## src/shared/frame_out_pkg.sv

```systemverilog
/*
  Constants for the two-wire frame output: timing, frame layout,
  sync word field positions, checksum settings.
  Assumes a 100 MHz system clock and a host-driven serial clock.
*/
package frame_out_pkg;
  localparam int          CLK_PERIOD_NS  = 10;
  localparam int          WD_TIMEOUT_NS  = 3600;
  localparam int          WD_CYCLES_INT  = WD_TIMEOUT_NS / CLK_PERIOD_NS;
  localparam int          WD_CNT_W       = 9;
  localparam logic [8:0]  WD_CYCLES      = WD_CNT_W'(WD_CYCLES_INT);
  localparam int          PIN_COUNT      = 6;
  localparam int          FRAME_W        = 80;
  localparam int          SAMPLE_W       = 24;
  localparam int          CRC_W          = 16;
  localparam logic [6:0]  FRAME_BITS_64  = 7'h40;
  localparam logic [6:0]  FRAME_BITS_HI  = 7'h50;
  localparam logic [6:0]  PAYLOAD_64     = 7'h30;
  localparam logic [6:0]  PAYLOAD_HI     = 7'h40;
  localparam logic [15:0] CRC_POLY       = 16'h8005;
  localparam logic [15:0] CRC_INIT       = 16'h0000;
  localparam logic [7:0]  SYNC_CONST     = 8'ha5;
  // settings byte positions, constant byte sits below it
  localparam int          POS_CNT_MSB    = 7;
  localparam int          POS_CNT_LSB    = 6;
  localparam int          POS_OSR_MSB    = 5;
  localparam int          POS_OSR_LSB    = 4;
  localparam int          POS_BOOST      = 3;
  localparam int          POS_GAIN_MSB   = 2;
  localparam int          POS_GAIN_LSB   = 1;
  localparam logic [1:0]  OSR_64         = 2'h0;
  localparam logic [1:0]  LAST_FRAME     = 2'h3;
  localparam logic [11:0] CONV_BASE      = 12'h100;
  localparam logic [11:0] START_BASE     = 12'h080;
  localparam logic [1:0]  SETTLE_LAST    = 2'h2;
  typedef enum logic [1:0] {CONV_OFF, CONV_START, CONV_SETTLE, CONV_RUN}
    conv_e;
endpackage

```

## src/shared/clock_watch_if.sv

```systemverilog
/*
  Carrier between the serial clock watcher and the frame core.
  Assumes both ends run on the system clock.
*/
interface clock_watch_if;
  logic sck_rise;
  logic sck_fall;
  logic wd_fire;
  modport source (output sck_rise, output sck_fall, output wd_fire);
  modport sink   (input sck_rise, input sck_fall, input wd_fire);
endinterface

```

## src/rtl/sck_watchdog.sv

```systemverilog
/*
  Samples the host serial clock, finds its edges and runs the
  high-phase watchdog.
  Assumes the serial clock is far slower than the system clock.
*/
module sck_watchdog
  import frame_out_pkg::*;
(
  input  wire logic        clk_sys_in,
  input  wire logic        sys_rst_in,
  input  wire logic        sck_in,
  clock_watch_if.source    lk
);
  logic                sck_meta_r;
  logic                sck_sync_r;
  logic                sck_prev_r;
  logic                armed_r;
  logic [WD_CNT_W-1:0] wd_cnt_r;
  logic                rise_r;
  logic                fall_r;
  logic                fire_r;

  wire rise_now = sck_sync_r & ~sck_prev_r;
  wire fall_now = ~sck_sync_r & sck_prev_r;
  wire wd_hit   = armed_r & sck_sync_r & (wd_cnt_r == WD_CYCLES - 9'h001);

  always_ff @(posedge clk_sys_in)
  begin
    sck_meta_r <= sck_in;
    sck_sync_r <= sck_meta_r;
  end

  // edges only, so any duty cycle within timing is fine
  always_ff @(posedge clk_sys_in)
  begin
    if (sys_rst_in)
    begin
      sck_prev_r <= 1'b0;
      rise_r     <= 1'b0;
      fall_r     <= 1'b0;
    end
    else
    begin
      sck_prev_r <= sck_sync_r;
      rise_r     <= rise_now;
      fall_r     <= fall_now;
    end
  end

  always_ff @(posedge clk_sys_in)
  begin
    if (sys_rst_in | ~sck_sync_r)
    begin
      armed_r  <= 1'b0; // low phase clears, never fires
      wd_cnt_r <= '0;
    end
    else if (rise_now)
    begin
      armed_r  <= 1'b1; // timer starts on rising edge
      wd_cnt_r <= 9'h001;
    end
    else if (armed_r)
    begin
      armed_r  <= ~wd_hit;
      wd_cnt_r <= wd_cnt_r + 9'h001;
    end
  end

  always_ff @(posedge clk_sys_in)
  begin
    if (sys_rst_in)
      fire_r <= 1'b0;
    else
      fire_r <= wd_hit;
  end

  // check helper: length of the current high phase, saturating,
  // kept apart from the armed logic so a broken arm still shows
  logic [WD_CNT_W-1:0] high_len_r;
  always_ff @(posedge clk_sys_in)
  begin
    if (sys_rst_in | ~sck_sync_r)
      high_len_r <= '0;
    else if (high_len_r != '1)
      high_len_r <= high_len_r + 9'h001;
  end

  assign lk.sck_rise = rise_r;
  assign lk.sck_fall = fall_r;
  assign lk.wd_fire  = fire_r;
endmodule

```

## src/rtl/two_wire_framer.sv

```systemverilog
/*
  Two-wire frame output: strap latching, conversion timing,
  four-frame sets on the serial output, watchdog reset.
  Assumes samples come from the converter on the system clock and
  the host drives the serial clock.
*/
module two_wire_framer
  import frame_out_pkg::*;
(
  input  wire logic                clk_sys_in,
  input  wire logic                sys_rst_in,
  input  wire logic                sck_in,
  input  wire logic                interface_select_pin_in,
  input  wire logic                oversampling_select_lsb_in,
  input  wire logic                oversampling_select_msb_in,
  input  wire logic                boost_select_in,
  input  wire logic                ch0_gain_select_lsb_in,
  input  wire logic                ch0_gain_select_msb_in,
  input  wire logic [frame_out_pkg::SAMPLE_W-1:0] channel0_sample_in,
  input  wire logic [frame_out_pkg::SAMPLE_W-1:0] channel1_sample_in,
  output logic                     sdo_out,
  output logic                     two_wire_active_out,
  output logic [1:0]               osr_select_out,
  output logic [1:0]               ch0_gain_select_out,
  output logic                     boost_select_out,
  output logic                     converter_reset_out,
  output logic                     result_ready_out
);
  import frame_out_pkg::*;

  clock_watch_if lk ();

  sck_watchdog u_watch (
    .clk_sys_in (clk_sys_in),
    .sys_rst_in (sys_rst_in),
    .sck_in     (sck_in),
    .lk         (lk)
  );

  // full reset to defaults on watchdog expiry
  wire core_rst = sys_rst_in | lk.wd_fire;

  wire [PIN_COUNT-1:0] pins_raw = {interface_select_pin_in,
    ch0_gain_select_msb_in, ch0_gain_select_lsb_in, boost_select_in,
    oversampling_select_msb_in, oversampling_select_lsb_in};
  wire [PIN_COUNT-1:0] pins_sync;

  genvar g;
  generate
    for (g = 0; g < PIN_COUNT; g++)
    begin : g_pin
      logic meta_r;
      logic sync_r;
      always_ff @(posedge clk_sys_in)
      begin
        meta_r <= pins_raw[g];
        sync_r <= meta_r;
      end
      assign pins_sync[g] = sync_r;
    end
  endgenerate

  logic       mode_prev_r;
  logic       two_wire_r;
  logic [4:0] straps_r;
  wire        mode_rise = pins_sync[5] & ~mode_prev_r;

  // prev cleared by reset, so a pin held high relatches on exit
  always_ff @(posedge clk_sys_in)
  begin
    if (core_rst)
    begin
      mode_prev_r <= 1'b0;
      two_wire_r  <= 1'b0;
      straps_r    <= '0;
    end
    else
    begin
      mode_prev_r <= pins_sync[5];
      if (mode_rise)
      begin
        two_wire_r <= 1'b1;
        straps_r   <= pins_sync[4:0];
      end
    end
  end

  wire [1:0]  osr_sel  = straps_r[1:0];
  wire [1:0]  gain_sel = straps_r[4:3];
  wire        boost    = straps_r[2];
  wire        osr64    = (osr_sel == OSR_64);
  wire [11:0] conv_len = CONV_BASE << osr_sel;  // 4 x ratio
  wire [11:0] half_len = START_BASE << osr_sel; // 2 x ratio

  conv_e      conv_st_r;
  logic [11:0] conv_cnt_r;
  logic [1:0] settle_cnt_r;
  wire        rise      = lk.sck_rise;
  wire        fall      = lk.sck_fall;
  wire        conv_wrap = conv_cnt_r == conv_len - 12'h001;
  wire        start_end = conv_cnt_r == half_len - 12'h001;
  wire        settled   = settle_cnt_r == SETTLE_LAST;
  wire        ready     = rise & conv_wrap &
    ((conv_st_r == CONV_RUN) | ((conv_st_r == CONV_SETTLE) & settled));

  always_ff @(posedge clk_sys_in)
  begin
    if (core_rst)
    begin
      conv_st_r    <= CONV_OFF;
      conv_cnt_r   <= '0;
      settle_cnt_r <= '0;
    end
    else
    begin
      case (conv_st_r)
        CONV_OFF:
          if (two_wire_r)
            conv_st_r <= CONV_START;
        CONV_START:
          if (rise)
          begin
            conv_cnt_r <= start_end ? 12'h000 : conv_cnt_r + 12'h001;
            if (start_end)
              conv_st_r <= CONV_SETTLE;
          end
        CONV_SETTLE, CONV_RUN:
          if (rise)
          begin
            conv_cnt_r <= conv_wrap ? 12'h000 : conv_cnt_r + 12'h001;
            if (conv_wrap && conv_st_r == CONV_SETTLE)
            begin
              settle_cnt_r <= settle_cnt_r + 2'h1;
              if (settled)
                conv_st_r <= CONV_RUN;
            end
          end
        default:
          conv_st_r <= CONV_OFF;
      endcase
    end
  end

  logic [SAMPLE_W-1:0] ch0_r;
  logic [SAMPLE_W-1:0] ch1_r;
  logic [FRAME_W-1:0]  shreg_r;
  logic [CRC_W-1:0]    crc_r;
  logic [6:0]          bit_cnt_r;
  logic [1:0]          frame_r;
  logic                active_r;
  logic                sdo_r;
  logic                ready_r;
  logic                conv_rst_r;

  function automatic logic [FRAME_W-1:0] build_frame(
    input logic [1:0]          cnt,
    input logic [SAMPLE_W-1:0] c0,
    input logic [SAMPLE_W-1:0] c1);
    logic [7:0] set_b;
    set_b               = 8'h00;
    set_b[POS_CNT_MSB]  = cnt[1];
    set_b[POS_CNT_LSB]  = cnt[0];
    set_b[POS_OSR_MSB]  = osr_sel[1];
    set_b[POS_OSR_LSB]  = osr_sel[0];
    set_b[POS_BOOST]    = boost;
    set_b[POS_GAIN_MSB] = gain_sel[1];
    set_b[POS_GAIN_LSB] = gain_sel[0];
    if (osr64)
      build_frame = {set_b, SYNC_CONST, c0[23:8], c1[23:8], 32'h0};
    else
      build_frame = {set_b, SYNC_CONST, c0, c1, 16'h0};
  endfunction

  wire       out_bit     = shreg_r[FRAME_W-1]; // msb first
  wire [15:0] crc_shift  = {crc_r[14:0], 1'b0};
  wire [15:0] crc_nxt    = (crc_r[15] ^ out_bit) ? crc_shift ^ CRC_POLY
                                                 : crc_shift;
  wire [6:0] payload_len = osr64 ? PAYLOAD_64 : PAYLOAD_HI;
  wire [6:0] frame_len   = osr64 ? FRAME_BITS_64 : FRAME_BITS_HI;
  wire       in_payload  = bit_cnt_r < payload_len;
  wire       payload_end = bit_cnt_r == payload_len - 7'h01;
  wire       frame_end   = bit_cnt_r == frame_len - 7'h01;
  wire       set_end     = frame_end & (frame_r == LAST_FRAME);
  wire [1:0] frame_next  = frame_r + 2'h1;

  always_ff @(posedge clk_sys_in)
  begin
    if (core_rst)
    begin
      active_r  <= 1'b0;
      sdo_r     <= 1'b0;
      shreg_r   <= '0;
      crc_r     <= CRC_INIT;
      bit_cnt_r <= '0;
      frame_r   <= '0;
      ch0_r     <= '0;
      ch1_r     <= '0;
    end
    else if (ready)
    begin
      ch0_r     <= channel0_sample_in;
      ch1_r     <= channel1_sample_in;
      shreg_r   <= build_frame(2'h0, channel0_sample_in,
                               channel1_sample_in);
      crc_r     <= CRC_INIT;
      bit_cnt_r <= '0;
      frame_r   <= '0;
      active_r  <= 1'b1;
    end
    else if (fall)
    begin
      sdo_r     <= active_r & out_bit; // driven low when idle
      if (active_r)
      begin
        shreg_r   <= shreg_r << 1;
        bit_cnt_r <= bit_cnt_r + 7'h01;
        if (in_payload)
          crc_r <= crc_nxt;
        if (payload_end)
          shreg_r <= {crc_nxt, 64'h0}; // checksum last
        if (frame_end)
        begin
          bit_cnt_r <= '0;
          crc_r     <= CRC_INIT;
          frame_r   <= frame_next;
          shreg_r   <= build_frame(frame_next, ch0_r, ch1_r);
          if (set_end)
            active_r <= 1'b0; // idle low until next result
        end
      end
    end
  end

  always_ff @(posedge clk_sys_in)
  begin
    ready_r    <= ~core_rst & ready;
    conv_rst_r <= core_rst;
  end

  assign sdo_out             = sdo_r;
  assign two_wire_active_out = two_wire_r;
  assign osr_select_out      = straps_r[1:0];
  assign ch0_gain_select_out = straps_r[4:3];
  assign boost_select_out    = straps_r[2];
  assign converter_reset_out = conv_rst_r;
  assign result_ready_out    = ready_r;
endmodule

```

## config.mk

```make
export PLATFORM = sky130hd
export DESIGN_NAME = two_wire_framer
export DESIGN_NICKNAME = d
export VERILOG_FILES = /design/src/shared/frame_out_pkg.sv /design/src/shared/clock_watch_if.sv /design/src/rtl/sck_watchdog.sv /design/src/rtl/two_wire_framer.sv
export SDC_FILE = /design/constraint.sdc
export NUM_CORES = 1
export LEC_CHECK = 0
export BUFFER_PORTS_ARGS = -buffer_cell sky130_fd_sc_hd__buf_2
export CAP_MARGIN = 20
export CORE_UTILIZATION = 60
export DETAILED_ROUTE_END_ITERATION = 12
export GPL_TIMING_DRIVEN = 0
export PLACE_DENSITY = 0.76
export SKIP_CTS_REPAIR_TIMING = 1
export SLEW_MARGIN = 5
export SYNTH_ARGS = -nofsm -noshare
export SYNTH_HDL_FRONTEND = slang
export SYNTH_SLANG_ARGS = --single-unit
```

## constraint.sdc

```tcl
create_clock -name clk_sys_in -period 3.7 [get_ports clk_sys_in]
set_input_delay 0.185 -clock clk_sys_in [delete_from_list [all_inputs] [get_ports clk_sys_in]]
set_output_delay 0.185 -clock clk_sys_in [all_outputs]
set_load 0.1 [all_outputs]
```

-- Yosys cells after proc, flatten, opt, wreduce, memory -nomap -nowiden
Index checks and enable logic that the tools add are counted.
- bits in writable memories: 0
- memories: 0
- memory bits (read-only): 0
- input port bits: 57
- word-level logic and storage cells: 140
- flip-flop bits (word level): 208
- bits in latches: 0
- bitwise logic cells: 22
- eq/ne operators: 16
- order comparisons: 1
- $mul: 0
- shift-type cells: 2
- reductions and logical operators: 19
- div/mod/pow operators: 0
- add/subtract/negate cells: 9
- mux-type cells: 34
- operators with widths (kind ; number):
    $mux 80 ; 5
    $mux 48 ; 2
    $mux 12 ; 4
    $mux 16 ; 3
    $eq 12x12->1 ; 2
    $pmux 12 s2 ; 1
    $sub 12x1->12 const B ; 2
    $eq 7x7->1 ; 2
    $mux 7 ; 2
    $sub 7x1->7 const B ; 2
    $add 12x1->12 const B ; 1
    $mux 2 ; 6
    $reduce_and 3->1 ; 4
    $shl 8x2->12 const A ; 1
    $shl 9x2->12 const A ; 1
    $and 1x1->1 ; 11
    $reduce_bool 2->1 ; 5
    $add 9x1->9 const B ; 1
    $eq 9x9->1 const B ; 1
    $mux 1 ; 9
    $eq 2x2->1 const B ; 4
    $ne 2x2->1 const B ; 4
    $add 7x1->7 const B ; 1
    $lt 7x7->1 ; 1
    14 further kinds ; 28

-- Longest topological paths before layout
- depth after elaboration: 10
- gate-level depth with buffers: 14

-- By module
Synthesis repeated with hierarchy kept, for this count alone.
- cells, all modules: 1030
- area total of the unflattened synthesis: 8425.6 um2
- by module, submodules not included (module ; area each (um2) ; cells an instance ; times used ; seq. area each (um2)):
    two_wire_framer ; 7833.8 ; 972 ; 1 ; 3523.4
    sck_watchdog ; 591.8 ; 58 ; 1 ; 320.3

-- Worst setup path after synthesis
No wires, ideal clock.
- path kind: register to register
- from: register straps_r[1]
- to: register shreg_r[48]
- setup slack: 0.155 ns
- cell stages (with the launch flop): 14
- path buffers: 6
- period minus slack after synthesis: 3.545 ns
- arrival: 3.474 ns
- data required time: 3.630 ns
- cell sequence: dfxtp_1 buf_2 or2_1 buf_2 buf_2 clkbuf_1 ha_1 and3_1 o21ai_1 buf_2 buf_1 a221o_1 o211ai_1 a21oi_1
- longest elaborated chain between the ends: 9
- elaborated cells on any way between the ends: 20
- classes of those cells: add/sub (3); eq/ne (3); shift (1); mux (7); bitwise (2); reduce/logical (4)
- ends and longest elaborated chain (item ; RTL line ; text):
    start: declaration ; two_wire_framer.sv:65 ; logic [4:0] straps_r;
    start signal: assignment ; two_wire_framer.sv:83 ; straps_r <= pins_sync[4:0];
    parallel branches: the longest is 9 deep, another holds $sub 12x1->12 ; n/a ;
    end signal: assignment ; two_wire_framer.sv:203 ; shreg_r <= build_frame(2'h0, channel0_sample_in,
    end signal: assignment ; two_wire_framer.sv:215 ; shreg_r <= shreg_r << 1;
    end signal: assignment ; two_wire_framer.sv:220 ; shreg_r <= {crc_nxt, 64'h0};
    end: declaration ; two_wire_framer.sv:146 ; logic [FRAME_W-1:0] shreg_r;
Parallel ways; which one is timed is not known. The select of a mux whose other input is x is not followed.
A chain may end at the register's enable or synchronous reset.

-- Worst setup path after layout
- from: register straps_r[1]
- to: register crc_r[15]
- longest elaborated chain between the ends: 6
- elaborated cells on any way between the ends: 15
- classes of those cells: add/sub (2); order compare (1); eq/ne (2); shift (1); mux (3); bitwise (2); reduce/logical (4)
- ends and longest elaborated chain (item ; RTL line ; text):
    $shl 9x2->12 or $logic_not 2->1 (tied branches) ; two_wire_framer.sv:92, two_wire_framer.sv:91 ;
    $sub 12x1->12 or $mux 5 (tied branches) ; two_wire_framer.sv:100, two_wire_framer.sv:179 ;
    $eq 12x12->1 or $sub 7x1->7 (tied branches) ; two_wire_framer.sv:100, two_wire_framer.sv:182 ;
    $and 1x1->1 or $eq 7x7->1 (tied branches) ; two_wire_framer.sv:103, two_wire_framer.sv:182 ;
    $and 1x1->1 or $reduce_bool 2->1 (tied branches) ; n/a ;
    $reduce_or 2->1 (no source line) or $reduce_and 3->1 (tied branches) ; n/a ;
    end signal: assignment ; two_wire_framer.sv:218 ; crc_r <= crc_nxt;
    end: declaration ; two_wire_framer.sv:147 ; logic [CRC_W-1:0] crc_r;
Several ways; a longest one is shown, not always the timed one.

==> flow_summary.rst <==
.. list-table::
   :header-rows: 1

   * - Metric
     - Value
   * - Top cells by area, synth
     - dfxtp_1 (46%), nand2_1 (7.4%), a21oi_1 (6.8%)
   * - Final hold viol count
     - 3
   * - Via count
     - approximately 7,600
   * - Global-route wire length before repair
     - about 35 mm
   * - Max VDD drop
     - between 0.4 and 0.5 mV
   * - Violation count after the first detailed-route iteration
     - between 700 and 800
   * - Routability cong.
     - roughly 0.88
   * - Crit path DAT
     - between 3000 and 4000 ps
   * - Highest-delay cell along the critical path
     - nor3_2
   * - Post-Route Utilization
     - 71.5%
   * - Slowest Stage Delay on Critical Path
     - roughly 520 ps
   * - Failing checks
     - hold timing
   * - Leading cell types in the layout, fill and taps excluded
     - dfxtp_1 (192), nand2_1 (163), a21oi_1 (112), buf_2 (85), nor2_1 (62)
   * - Number of distinct library cell variants in the gate-level netlist after synthesis
     - 52
   * - Clock transition time at the flip-flop clock pins of the worst setup and hold paths
     - 70 ps
   * - Headroom to the max-slew limit
     - 55.4%
   * - Max Transition Viols Final
     - 0
   * - RSZ-0062 raised after global routing
     - no
   * - Number of remaining DRC errors
     - 0
   * - CP dominant cell by count
     - buf_2
   * - FILL cells
     - about 1,100
   * - Total power draw
     - roughly 4.2 mW
   * - Effective utilization at floorplan
     - 62.2%
   * - Wirelength per Cell
     - approximately 18 um
   * - Peak clock frequency supported by timing
     - ~300 MHz
   * - Number of placed instances with taps included
     - between 1,000 and 1,500
   * - Post-Syn Area
     - approximately 8300 um2
   * - Nets
     - around 1,100
   * - Number of levels in the clock H-tree
     - 4
   * - Worst-case hold slack
     - -2.95 ps
   * - Most common cell after layout, fill and taps aside
     - dfxtp_1
   * - Least-Margin Pin Slew
     - about 660 ps
   * - Post-synthesis async set-or-reset flop share
     - 0%
   * - Number of cells in the finished layout apart from fillers
     - around 1,200
   * - Power Dens Cells
     - about 440 nW/um2
   * - Final min period
     - between 3000 and 4000 ps
   * - Die height
     - between 100 and 150 um
   * - Startpoint type of the worst setup path
     - flip-flop
   * - Post-synth top flop
     - dfxtp_1
   * - Instance count of the mapped netlist
     - 960
   * - Synth Register Bits
     - ~190
   * - Drt first pass iters
     - 6
   * - Seq/Total Area, Yosys
     - between 40% and 50%
   * - Share of layout cells above drive strength 1
     - between 10 and 15%
   * - Status
     - complete, but fails checks
   * - Nature of the critical path endpoint
     - flip-flop
   * - Insertion delay of the later-clocked pin in the worst-skew pair
     - approximately 440 ps
   * - Post-route clock skew
     - between 8 and 9 ps
   * - Clock tree from TritonCTS
     - yes
   * - Number of global-route vias before repair
     - a little under 7,000
   * - IO Count
     - 66
   * - Total of buffers placed on input and output ports
     - between 60 and 70
   * - Placed wire-length estimate after detailed placement
     - roughly 15 mm
   * - Row count
     - 42
   * - Die area
     - ~14,000 um2
   * - Syn_nets
     - roughly 1,000
   * - Total cell area at the placement stage
     - slightly below 9000 um2
   * - Pin count of the biggest net entering global routing
     - 19
   * - Cell type with the largest total area after synthesis
     - dfxtp_1
   * - Area of the placeable core
     - 13,300 um2
   * - Clk sink count
     - between 150 and 200
   * - Maximum capacitance violations
     - 0
   * - Aggregate global routing overflow
     - 0
   * - Syn-to-layout area delta
     - 15.0%
   * - Type of the worst setup path
     - flip-flop to flip-flop
   * - Synth Warn #
     - 0
   * - Per-cell via count in the routed design
     - ~6.1
   * - Antenna violations before repair
     - 0
   * - Worst-path maximum fanout
     - 20
   * - CTS Buf Count
     - 17
   * - Drt total wl
     - 22.0 mm
   * - Count of flip-flops with a built-in enable after synthesis
     - 0
   * - All-Layer GR Usage
     - 31.3%
   * - Share of the synthesized area in the top cell type
     - a little under half
   * - Clk buf depth
     - 2
   * - Antenna Cells
     - 0
   * - Mean cell area of the mapped netlist
     - 8.64 um2
   * - Worst path required time
     - slightly above 4000 ps
   * - # setup viols final
     - 0
   * - Root cell of the clock tree
     - clkbuf_16
   * - Die Width
     - roughly 120 um
   * - Period utilisation layout
     - around nine tenths
   * - Cell-by-cell listing of the critical path
     - buf_2, or2_1, buf_2, buf_2, ha_1, nand3_1, nor2_2, nor3_2, clkbuf_1, nand3b_1, a21oi_1
   * - Final design instance area without fill
     - roughly 9500 um2
   * - Antenna Nets Post-Route
     - 0
   * - Static Leak
     - approximately 3.6 nW
   * - Worst hold path type
     - input port to flip-flop
path summary, 6_finish.rpt:
path,start,end,slack [ps],depth (start not counted)
worst max-delay path,straps_r[1]$_SDFFE_PP0P_,crc_r[15]$_SDFFE_PP0P_,380,11
worst min register to register,g_pin[1].meta_r$_DFF_P_,g_pin[1].sync_r$_DFF_P_,330,0
worst max register to register,straps_r[1]$_SDFFE_PP0P_,crc_r[15]$_SDFFE_PP0P_,380,11
worst min-delay path,channel0_sample_in[6],ch0_r[6]$_SDFFE_PP0P_,-3,3
area by class of cell:
cell class | instances | area, um2 | share of cell area [%]
plain buffers | 72 | 315 | 3.30
clock inverters | 13 | 141 | 1.48
clock buffers | 19 | 453 | 4.75
multi-input cells | 686 | 4100 | 43.0
flip-flops and latches | 192 | 3840 | 40.3
inverters | 8 | 30.0 | 0.315
well taps | 176 | 220 | 2.31
repair buffers | 76 | 435 | 4.56
critical path, delay by kind of cell, from the launching register on:
family,cells,cell delay (ps)
AO/OA/AOI/OAI,1,160
adder cells (fa/ha/maj),1,340
buffers and inverters,4,1240
flip-flops,1,380
AND/OR/NAND/NOR,5,1110
cell families (layout without fill, tap and decap cells):
kind of cell	after synthesis	in the layout	synth area share, %
flip-flops	192	192	46.3
adder cells (fa/ha/maj)	9	9	1.36
AND/OR/NAND/NOR	325	325	17.5
multiplexers	38	38	5.05
buffers and inverters	82	188	4.24
AO/OA/AOI/OAI	281	281	22.1
XOR/XNOR	33	33	3.48
state kept, by name, indices dropped and copies added, names as in the netlist, 2 cells and up:
register / count
shreg_r: 64
ch0_r: 24
ch1_r: 24
crc_r: 16
conv_cnt_r: 12
u_watch.wd_cnt_r: 9
bit_cnt_r: 7
g_pin.meta_r: 6
g_pin.sync_r: 6
straps_r: 5
conv_st_r: 2
frame_r: 2
settle_cnt_r: 2
through the flow:
step                      setup slack (ps)  TNS (ps)
after global placement                12.8         0
after detailed placement             -53.6      -330
after global routing                   114         0
after CTS                             -114     -1240
after floorplan                        155         0
final                                  380         0
power breakdown:
part / total (mW) / leakage, nW / internal (mW) / switching, mW
Combinational: 0.247 / 1.75 / 0.0779 / 0.169
Sequential: 2.09 / 1.55 / 2.08 / 0.0108
Clock: 1.85 / 0.291 / 0.992 / 0.857
Total: 4.19 / 3.59 / 3.15 / 1.04
routing by layer:
| layer | share of wire (%) | GRT usage, % | up-vias |
|---|---|---|---|
| met1 | 44 | 41.1 | 3641 |
| met5 | 0 | 0 | - |
| met3 | 6.3 | 6.37 | 31 |
| li1 | - | - | 3630 |
| met4 | 1.9 | 11.6 | 0 |
| met2 | 48 | 51.0 | 286 |
cells in the mapped netlist (8+ instances only):
cell,instances
xnor2_1,14
ha_1,9
nand4_1,8
mux2_2,16
a22oi_1,21
clkbuf_1,39
buf_1,10
buf_2,20
and3_1,8
a21oi_1,112
a31oi_1,8
nor2_1,63
o21ai_0,31
a221o_1,47
nor3_1,15
nand3_1,39
xor2_1,19
dfxtp_1,192
nand2_1,163
mux2_1,15
o211ai_1,31
o21ai_1,13
No activity file was read; power rests on OpenSTA's default activity.
